$ cat src/inc/sac_defines.svh
`ifndef SAC_DEFINES_SVH
`define SAC_DEFINES_SVH

// Register byte offsets on the bus, one aligned 32-bit word each.
`define SAC_OFF_CTRL      8'h00
`define SAC_OFF_REFPIN    8'h04
`define SAC_OFF_CLKFMT    8'h08
`define SAC_OFF_RES_HIGH  8'h0C
`define SAC_OFF_RES_LOW   8'h10
`define SAC_OFF_STATUS    8'h14

// Field positions.
`define SAC_CTRL_EN_BIT   0
`define SAC_CTRL_GO_BIT   1
`define SAC_CTRL_CH_LSB   2
`define SAC_REF_LSB       4
`define SAC_ALIGN_BIT     7
`define SAC_STAT_DONE_BIT 0
`define SAC_STAT_BUSY_BIT 1

// Reset values.
`define SAC_CTRL_RST      6'h00
`define SAC_REFPIN_RST    6'h00
`define SAC_CLKFMT_RST    4'h0
`define SAC_RESULT_RST    8'h00

// Timing in conversion bit periods.
`define SAC_CONV_TAD      4'hC
`define SAC_GAP_TAD       4'h2
`define SAC_RESULT_BITS   10

`endif

$ cat src/inc/sac_pkg.sv
package sac_pkg;

    // Code 2'b11 is unused and falls back to idle.
    typedef enum logic [1:0] {
        SAC_IDLE = 2'b00,
        SAC_CONV = 2'b01,
        SAC_GAP  = 2'b10
    } sac_state_t;

    typedef struct packed {
        logic [3:0] channel;
        logic       go;
        logic       enable;
    } sac_ctrl_t;

    typedef struct packed {
        logic [1:0] ref_sel;
        logic [3:0] pin_func;
    } sac_refpin_t;

    typedef struct packed {
        logic       align_right;
        logic [2:0] clk_sel;
    } sac_clkfmt_t;

    typedef struct packed {
        logic        cyc;
        logic        stb;
        logic        we;
        logic [3:0]  sel;
        logic [7:0]  adr;
        logic [31:0] dat;
    } sac_wb_req_t;

endpackage

$ cat src/sac_top.sv
// Design decisions made here: the register addresses and the Wishbone register port.
`timescale 1ns/1ps
`include "sac_defines.svh"

// Notes on behaviour
// - Channel field bits 5-2 picks input 0-15.
// - Start flag begins conversion, hardware clears it.
// - Enable bit powers converter; clear shuts down.
// - Reference bits pick external negative/positive references.
// - Nonzero pin field k makes top k+1 inputs digital; zero makes none.
// - Unused register bits always read zero.
// - Alignment bit: one right, zero left.
// - Clock select picks oscillator divider or RC.
// - RC clock lets conversion continue in sleep.
// - Reset returns all registers, aborts conversion.
// - Completion loads result, clears start, sets done.
// - Two bit periods gap before next acquisition.
// - Conversion start disconnects holding capacitor.
// - Ten-bit code by successive approximation.
// - Clearing start aborts; results kept; gap, resample.
// - Each conversion takes twelve bit periods.

module sac_top
    import sac_pkg::*;
(
    input  wire logic                clk,                  // System clock, 25 MHz.
    input  wire logic                arst_n,               // Asynchronous reset.
    input  wire sac_pkg::sac_wb_req_t wb_req,              // Wishbone request group.
    output logic [31:0]              wb_dat_o,             // Wishbone read data.
    output logic                     wb_ack_o,             // Wishbone acknowledge.
    input  wire logic                comparator_in,        // Analog comparator result.
    input  wire logic                internal_rc_clock,    // Free RC clock from analog side.
    output logic                     converter_enable,     // Power to the analog core.
    output logic                     sample_connect,       // Holding capacitor on input.
    output logic [3:0]               input_channel_select, // Analog mux select.
    output logic [1:0]               reference_select,     // Reference configuration.
    output logic [15:0]              pin_digital,          // One per input: digital I/O.
    output logic [9:0]               dac_code,             // Trial code to the DAC.
    output logic                     conversion_done_flag  // Sticky done flag.
);

    import sac_pkg::*;

    // ************************************************************
    // Registers and state
    // ************************************************************

    sac_ctrl_t   ctrl_reg;
    sac_ctrl_t   ctrl_next;
    sac_refpin_t refpin_reg;
    sac_clkfmt_t clkfmt_reg;
    sac_state_t  state_reg;
    sac_state_t  state_next;
    logic [7:0]  res_high_reg;
    logic [7:0]  res_high_next;
    logic [7:0]  res_low_reg;
    logic [7:0]  res_low_next;
    logic        done_reg;
    logic        done_next;
    logic [9:0]  sar_reg;
    logic [9:0]  sar_next;
    logic [3:0]  tad_cnt_reg;
    logic [3:0]  tad_cnt_next;
    logic [5:0]  div_reg;
    logic        rc_s1_reg;
    logic        rc_s2_reg;
    logic        rc_s3_reg;
    logic        ack_reg;
    logic [31:0] rdat_reg;

    // ************************************************************
    // Bus decode
    // ************************************************************

    wire logic       bus_req   = wb_req.cyc & wb_req.stb & ~ack_reg;
    wire logic       bus_wr    = bus_req & wb_req.we & wb_req.sel[0];
    wire logic [7:0] wdat      = wb_req.dat[7:0];
    wire logic       hit_ctrl  = wb_req.adr == `SAC_OFF_CTRL;
    wire logic       hit_ref   = wb_req.adr == `SAC_OFF_REFPIN;
    wire logic       hit_clk   = wb_req.adr == `SAC_OFF_CLKFMT;
    wire logic       hit_rhi   = wb_req.adr == `SAC_OFF_RES_HIGH;
    wire logic       hit_rlo   = wb_req.adr == `SAC_OFF_RES_LOW;
    wire logic       hit_stat  = wb_req.adr == `SAC_OFF_STATUS;
    wire logic       wr_ctrl   = bus_wr & hit_ctrl;
    wire logic       wr_ref    = bus_wr & hit_ref;
    wire logic       wr_clk    = bus_wr & hit_clk;
    wire logic       wr_rhi    = bus_wr & hit_rhi;
    wire logic       wr_rlo    = bus_wr & hit_rlo;
    wire logic       wr_stat   = bus_wr & hit_stat;

    wire logic [7:0] ctrl_rd   = {2'b00, ctrl_reg};
    wire logic [7:0] ref_rd    = {2'b00, refpin_reg};
    wire logic [7:0] clk_rd    = {clkfmt_reg.align_right, 4'h0, clkfmt_reg.clk_sel};
    wire logic       busy      = state_reg != SAC_IDLE;
    wire logic [7:0] stat_rd   = {6'h00, busy, done_reg};

    // Unmapped addresses answer with zero data and ignore writes.
    wire logic [7:0] rd_mux    = hit_ctrl ? ctrl_rd :
                                 hit_ref  ? ref_rd :
                                 hit_clk  ? clk_rd :
                                 hit_rhi  ? res_high_reg :
                                 hit_rlo  ? res_low_reg :
                                 hit_stat ? stat_rd : 8'h00;

    // ************************************************************
    // Conversion clock
    // ************************************************************

    wire logic [2:0] div_exp   = {ctrl_sel_hi(clkfmt_reg.clk_sel), 1'b0}
                                 + 3'h1 + {2'b00, clkfmt_reg.clk_sel[2]};
    wire logic [5:0] div_mask  = 6'(7'h01 << div_exp) - 6'h01;
    wire logic       osc_tick  = (div_reg & div_mask) == div_mask;
    wire logic       use_rc    = clkfmt_reg.clk_sel[1:0] == 2'b11;
    wire logic       rc_tick   = rc_s2_reg & ~rc_s3_reg;
    wire logic       tad_tick  = use_rc ? rc_tick : osc_tick;

    function automatic logic [1:0] ctrl_sel_hi(input logic [2:0] sel);
        ctrl_sel_hi = sel[1:0];
    endfunction

    // ************************************************************
    // Successive approximation
    // ************************************************************

    wire logic       trial_on  = (tad_cnt_reg >= 4'h1) && (tad_cnt_reg <= 4'hA);
    wire logic [9:0] trial_bit = trial_on ? (10'h200 >> (tad_cnt_reg - 4'h1)) : 10'h000;
    wire logic       last_tad  = tad_cnt_reg == (`SAC_CONV_TAD - 4'h1);
    wire logic       gap_end   = tad_cnt_reg == (`SAC_GAP_TAD - 4'h1);
    wire logic       converting = state_reg == SAC_CONV;
    wire logic       complete  = converting & ctrl_reg.enable & ctrl_reg.go
                                 & tad_tick & last_tad;

    wire logic [7:0] fmt_high  = clkfmt_reg.align_right ? {6'h00, sar_reg[9:8]}
                                                         : sar_reg[9:2];
    wire logic [7:0] fmt_low   = clkfmt_reg.align_right ? sar_reg[7:0]
                                                         : {sar_reg[1:0], 6'h00};

    // ************************************************************
    // Next-state logic
    // ************************************************************

    always_comb begin
        state_next   = state_reg;
        tad_cnt_next = tad_cnt_reg;
        sar_next     = sar_reg;
        unique case (state_reg)
            SAC_IDLE: begin
                if (ctrl_reg.enable && ctrl_reg.go) begin
                    state_next   = SAC_CONV;
                    tad_cnt_next = 4'h0;
                    sar_next     = 10'h000;
                end
            end
            SAC_CONV: begin
                if (!ctrl_reg.enable) begin
                    state_next = SAC_IDLE;
                end else if (!ctrl_reg.go) begin
                    state_next   = SAC_GAP;
                    tad_cnt_next = 4'h0;
                end else if (tad_tick) begin
                    if (last_tad) begin
                        state_next   = SAC_GAP;
                        tad_cnt_next = 4'h0;
                    end else begin
                        tad_cnt_next = tad_cnt_reg + 4'h1;
                    end
                    if (comparator_hit()) begin
                        sar_next = sar_reg | trial_bit;
                    end
                end
            end
            SAC_GAP: begin
                if (!ctrl_reg.enable) begin
                    state_next = SAC_IDLE;
                end else if (tad_tick) begin
                    if (gap_end) begin
                        state_next = SAC_IDLE;
                    end else begin
                        tad_cnt_next = tad_cnt_reg + 4'h1;
                    end
                end
            end
            default: begin
                state_next = SAC_IDLE;
            end
        endcase
    end

    // The comparator is high when the held input is at or above the trial code.
    // It answers the trial code that this clock drives, so it is read as a same-clock input.
    // Two synchroniser stages would add a third cycle per bit and break divide by two.
    function automatic logic comparator_hit();
        comparator_hit = comparator_in;
    endfunction

    always_comb begin
        ctrl_next = ctrl_reg;
        if (complete) begin
            ctrl_next.go = 1'b0;
        end
        if (!ctrl_reg.enable) begin
            ctrl_next.go = 1'b0;
        end
        // A software write wins over the hardware clear of the same cycle.
        if (wr_ctrl) begin
            ctrl_next.channel = wdat[5:2];
            ctrl_next.enable  = wdat[`SAC_CTRL_EN_BIT];
            ctrl_next.go      = wdat[`SAC_CTRL_GO_BIT] & ctrl_reg.enable
                                & wdat[`SAC_CTRL_EN_BIT];
        end
    end

    always_comb begin
        res_high_next = wr_rhi ? wdat : res_high_reg;
        res_low_next  = wr_rlo ? wdat : res_low_reg;
        done_next     = done_reg;
        if (wr_stat && wdat[`SAC_STAT_DONE_BIT]) begin
            done_next = 1'b0;
        end
        if (complete) begin
            res_high_next = fmt_high;
            res_low_next  = fmt_low;
            done_next     = 1'b1;
        end
    end

    // ************************************************************
    // Flip-flops
    // ************************************************************

    always_ff @(posedge clk or negedge arst_n) begin
        if (!arst_n) begin
            ctrl_reg     <= `SAC_CTRL_RST;
            refpin_reg   <= `SAC_REFPIN_RST;
            clkfmt_reg   <= `SAC_CLKFMT_RST;
            state_reg    <= SAC_IDLE;
            res_high_reg <= `SAC_RESULT_RST;
            res_low_reg  <= `SAC_RESULT_RST;
            done_reg     <= 1'b0;
            sar_reg      <= 10'h000;
            tad_cnt_reg  <= 4'h0;
        end else begin
            ctrl_reg     <= ctrl_next;
            refpin_reg   <= wr_ref ? wdat[5:0] : refpin_reg;
            clkfmt_reg   <= wr_clk ? {wdat[`SAC_ALIGN_BIT], wdat[2:0]} : clkfmt_reg;
            state_reg    <= state_next;
            res_high_reg <= res_high_next;
            res_low_reg  <= res_low_next;
            done_reg     <= done_next;
            sar_reg      <= sar_next;
            tad_cnt_reg  <= tad_cnt_next;
        end
    end

    // The RC clock pin from the analog side is resynchronised before use; the comparator is not.
    always_ff @(posedge clk or negedge arst_n) begin
        if (!arst_n) begin
            div_reg    <= 6'h00;
            rc_s1_reg  <= 1'b0;
            rc_s2_reg  <= 1'b0;
            rc_s3_reg  <= 1'b0;
        end else begin
            div_reg    <= div_reg + 6'h01;
            rc_s1_reg  <= internal_rc_clock;
            rc_s2_reg  <= rc_s1_reg;
            rc_s3_reg  <= rc_s2_reg;
        end
    end

    always_ff @(posedge clk or negedge arst_n) begin
        if (!arst_n) begin
            ack_reg  <= 1'b0;
            rdat_reg <= 32'h0000_0000;
        end else begin
            ack_reg  <= bus_req;
            rdat_reg <= {24'h00_0000, rd_mux};
        end
    end

    // ************************************************************
    // Outputs
    // ************************************************************

    assign wb_ack_o             = ack_reg;
    assign wb_dat_o             = rdat_reg;
    assign converter_enable     = ctrl_reg.enable;
    assign sample_connect       = ctrl_reg.enable & (state_reg == SAC_IDLE);
    assign input_channel_select = ctrl_reg.channel;
    assign reference_select     = refpin_reg.ref_sel;
    assign dac_code             = sar_reg | trial_bit;
    assign conversion_done_flag = done_reg;

    for (genvar i = 0; i < 16; i++) begin : g_pin
        assign pin_digital[i] = (refpin_reg.pin_func != 4'h0)
                                && ((5'(i) + {1'b0, refpin_reg.pin_func}) >= 5'd15);
    end

endmodule

$ cat config.mk
export PLATFORM = sky130hd
export DESIGN_NAME = sac_top
export DESIGN_NICKNAME = d
export VERILOG_FILES = /design/src/inc/sac_pkg.sv /design/src/sac_top.sv
export VERILOG_INCLUDE_DIRS = /design/src /design/src/inc
export SDC_FILE = /design/constraint.sdc
export NUM_CORES = 1
export LEC_CHECK = 0
export ABC_AREA = 1
export BUFFER_PORTS_ARGS = -buffer_cell sky130_fd_sc_hd__clkbuf_2
export CAP_MARGIN = 5
export CORE_MARGIN = 2
export CORE_UTILIZATION = 49
export CTS_CLUSTER_SIZE = 20
export DETAILED_ROUTE_END_ITERATION = 12
export PLACE_DENSITY = 0.86
export SYNTH_ARGS = -nofsm -noshare
export SYNTH_HDL_FRONTEND = slang
export SYNTH_SLANG_ARGS = --single-unit
$ cat constraint.sdc
create_clock -name clk -period 1.7 [get_ports clk]
set_input_delay 0 -clock clk [delete_from_list [all_inputs] [get_ports clk]]
set_output_delay 0 -clock clk [all_outputs]
set_load 0.01 [all_outputs]
==> impl_metrics.tcl <==
set metrics [dict create \
    status "finished with violations" \
    failed_checks "setup timing" \
    rsz0062_at_grt "true" \
    synth_top_family_by_area "simple AND/OR/NAND/NOR gates" \
    hold-path-cell-count 5 \
    wl_mm 15.5 \
    cts_num_sinks 67 \
    dp_hpwl_mm 8.64 \
    p_switching_mw 2.25 \
    min-delay-start "wb_req[40]" \
    viasPerCell 5.43 \
    final.fill_count 636 \
    grt_max_degree 35 \
    clk_path_buf_depth 2 \
    slew_headroom 0.664 \
    pwr-share-seq 0.301 \
    cts_tree "yes" \
    antenna_found_initial 0 \
    largest_reg_flops 10 \
    num_antenna_cells 0 \
    min_path_type "in -> reg" \
    fp-row-count 35 \
    layout_common_cells "nand2_1, dfrtp_1, nand3_1" \
    period_needed_ns 1.88 \
    drc 0 \
    crit_start "tad_cnt_reg[0]" \
    firstDrtPassIters 6 \
    avgSynthCellArea_um2 7.41 \
    grt_pass1_vias 4456 \
    pin_count 119 \
    maxCapViolations 0 \
    p_int_mw 3.38 \
    syn_area_um2 4710 \
    tns_ns -3.19 \
    async_flop_share 1.00 \
    synthAdderAreaFrac 0.0823 \
    synth-compound-area-share 0.0829 \
    final_cells 915 \
    start_util 0.507 \
    synthCells 636 \
    postLayoutCoreUtil 0.737 \
    clk_latency_ns 0.37 \
    grt_first_pass_wirelength_mm 21.3 \
    muxShareOfSynthArea 0 \
    cp_max_fo 8 \
    synth_edf_count 0 \
    antenna_left 0 \
    ys.flop_type "dfrtp_1" \
    drv_slew 0 \
    fmaxAchievable_ghz 0.532 \
    synth-xor-area-share 0.0329 \
    die_x_um 102 \
    reg2regPathDepth 10 \
    setup_viol 37 \
    worstMarginPinSlew_ns 0.505 \
    synthSimpleGateAreaFrac 0.325 \
    final_common_cell "nand2_1" \
    numPortBuffers 67 \
    vias 4969 \
    dp_cells 844 \
    p_clk_frac 0.272 \
    p_per_area_nw_per_um2 822 \
    worstSetupPathType "reg -> out" \
    overflow 0 \
    hold_violations 0 \
    worstReg2RegEnd "sar_reg[2]" \
    core_area_um2 9280 \
    r2r_slack_ns -0.12 \
    track_usage 0.264 \
    fin_nets 863 \
    layout-drive-gt1-share 0.402 \
    ys_ff_latch 67 \
    skew_ns 0.00803 \
    gp_congestion 0.959 \
    path_clk_slew_ns 0.07 \
    ys_warn_count 0 \
    h-tree-depth 3 \
    p_comb_frac 0.427 \
    p_sw_frac 0.400 \
    hold_end "ctrl_rd[1]" \
    vdd_ir_drop_max_mv 1.00 \
    drt-initial-drc-count 405 \
    cts_root_buf "clkbuf_8" \
    die_area_um2 10400 \
    place_ws_ns -0.0212 \
    start_kind "register" \
    setup_slack_ns -0.180 \
    worstReg2RegStart "tad_cnt_reg[0]" \
    synth_seq_area_share 0.356 \
    fin_crit_sh 1.11 \
    cp.required_ns 1.70 \
    crit_path_end_kind "output pin" \
    leakage_nw 3.34 \
    cts_made_buffers 9 \
    die_h_um 102 \
    wire_per_inst_um 17.0 \
    syn_to_final_growth_pct 45.3 \
    arrival_ns 1.88 \
    ys_types 39 \
]
## layer usage
metal	vias to the layer above	routed length (um)	track usage
met4	0	841	0.114
li1	2274	-	-
met5	-	0	0
met3	76	926	0.0629
met2	274	8330	0.462
met1	2345	5450	0.310
## synthesized netlist by cell type, drive strengths merged (2+ instances only)
cell,instances,area share
dfrtp,67,0.36
nand3,71,0.081
a31oi,2,0.0027
xor2,11,0.022
nand3b,2,0.0032
nor4,3,0.010
xnor2,5,0.011
nand2,213,0.18
nand4,8,0.011
o21bai,2,0.0032
nor2,37,0.034
o22ai,2,0.0027
clkbuf,5,0.0040
buf,39,0.062
a21oi,35,0.037
ha,31,0.082
o21ai,30,0.032
inv,67,0.053
## per-stage QoR
step / hold slack (ns) / power (mW) / area (um2)
finish: 0.0816 / 5.62 / 6840
global route: 0.113 / 5.81 / 6840
CTS: 0.0606 / 4.90 / 6130
detailed placement: -0.00947 / 2.95 / 5240
global placement: -0.0213 / 2.87 / 5240
floorplan: -0.296 / 2.60 / 4800
## critical path, stage by stage, from the launching register on
cell and delay [ns]:
dfrtp_1 0.42, inv_2 0.11, buf_6 0.14, nand3_4 0.15, xor2_4 0.21, buf_12 0.17, nand2_1 0.09, nand2_1 0.08
clkbuf_2 0.13
## layout make-up
class	instances	area [um2]	area share
clock inverter	6	87.6	0.0128
multi-input combinational	481	3310	0.484
clock buffer	10	138	0.0201
sequential	67	1680	0.246
inverter	68	267	0.0389
tap	129	161	0.0236
timing repair buffer	153	1190	0.174
timing repair inverter	1	7.51	0.00110
## kinds of logic (layout without fill, tap and decap cells)
group                      after synthesis  count (layout)
and+or+nand+nor                        335             336
buffers and inverters                  112             238
AOI/OAI and AO/OA                       74              74
DFF                                     67              67
adders and majority gates               31              31
xor gates and xnor gates                16              16
other                                    1              24
## power by group through the flow
stage	Combinational, mW	Clock (mW)	Sequential [mW]
detailed placement	1.23	0	1.71
finish	2.40	1.53	1.69
floorplan	0.876	0	1.73
CTS	1.68	1.54	1.69
global placement	1.16	0	1.71
global route	2.51	1.61	1.70
## repair_timing
item	CTS	global route
buffers inserted	24	18
pin swaps	36	63
hold endpoints to repair	81	0
gates cloned	0	3
gates resized for setup	92	148
endpoints found under the setup margin	39	58
hold buffers	12	0
## worst max-delay path by stage
stage | endpoint | slack, ns | cells past startpoint
6_report | dac_code[9] | -0.18 | 8
5_1_grt | dac_code[9] | -0.22 | 8
4_1_cts | pin_digital[15] | -0.08 | 8
3_5_place_dp | tad_cnt_reg[2] | -0.02 | 8
3_3_place_gp | tad_cnt_reg[1] | 0.11 | 8
2_1_floorplan | sar_reg[0] | 0.02 | 9
Power figures use the tool's default switching activity.
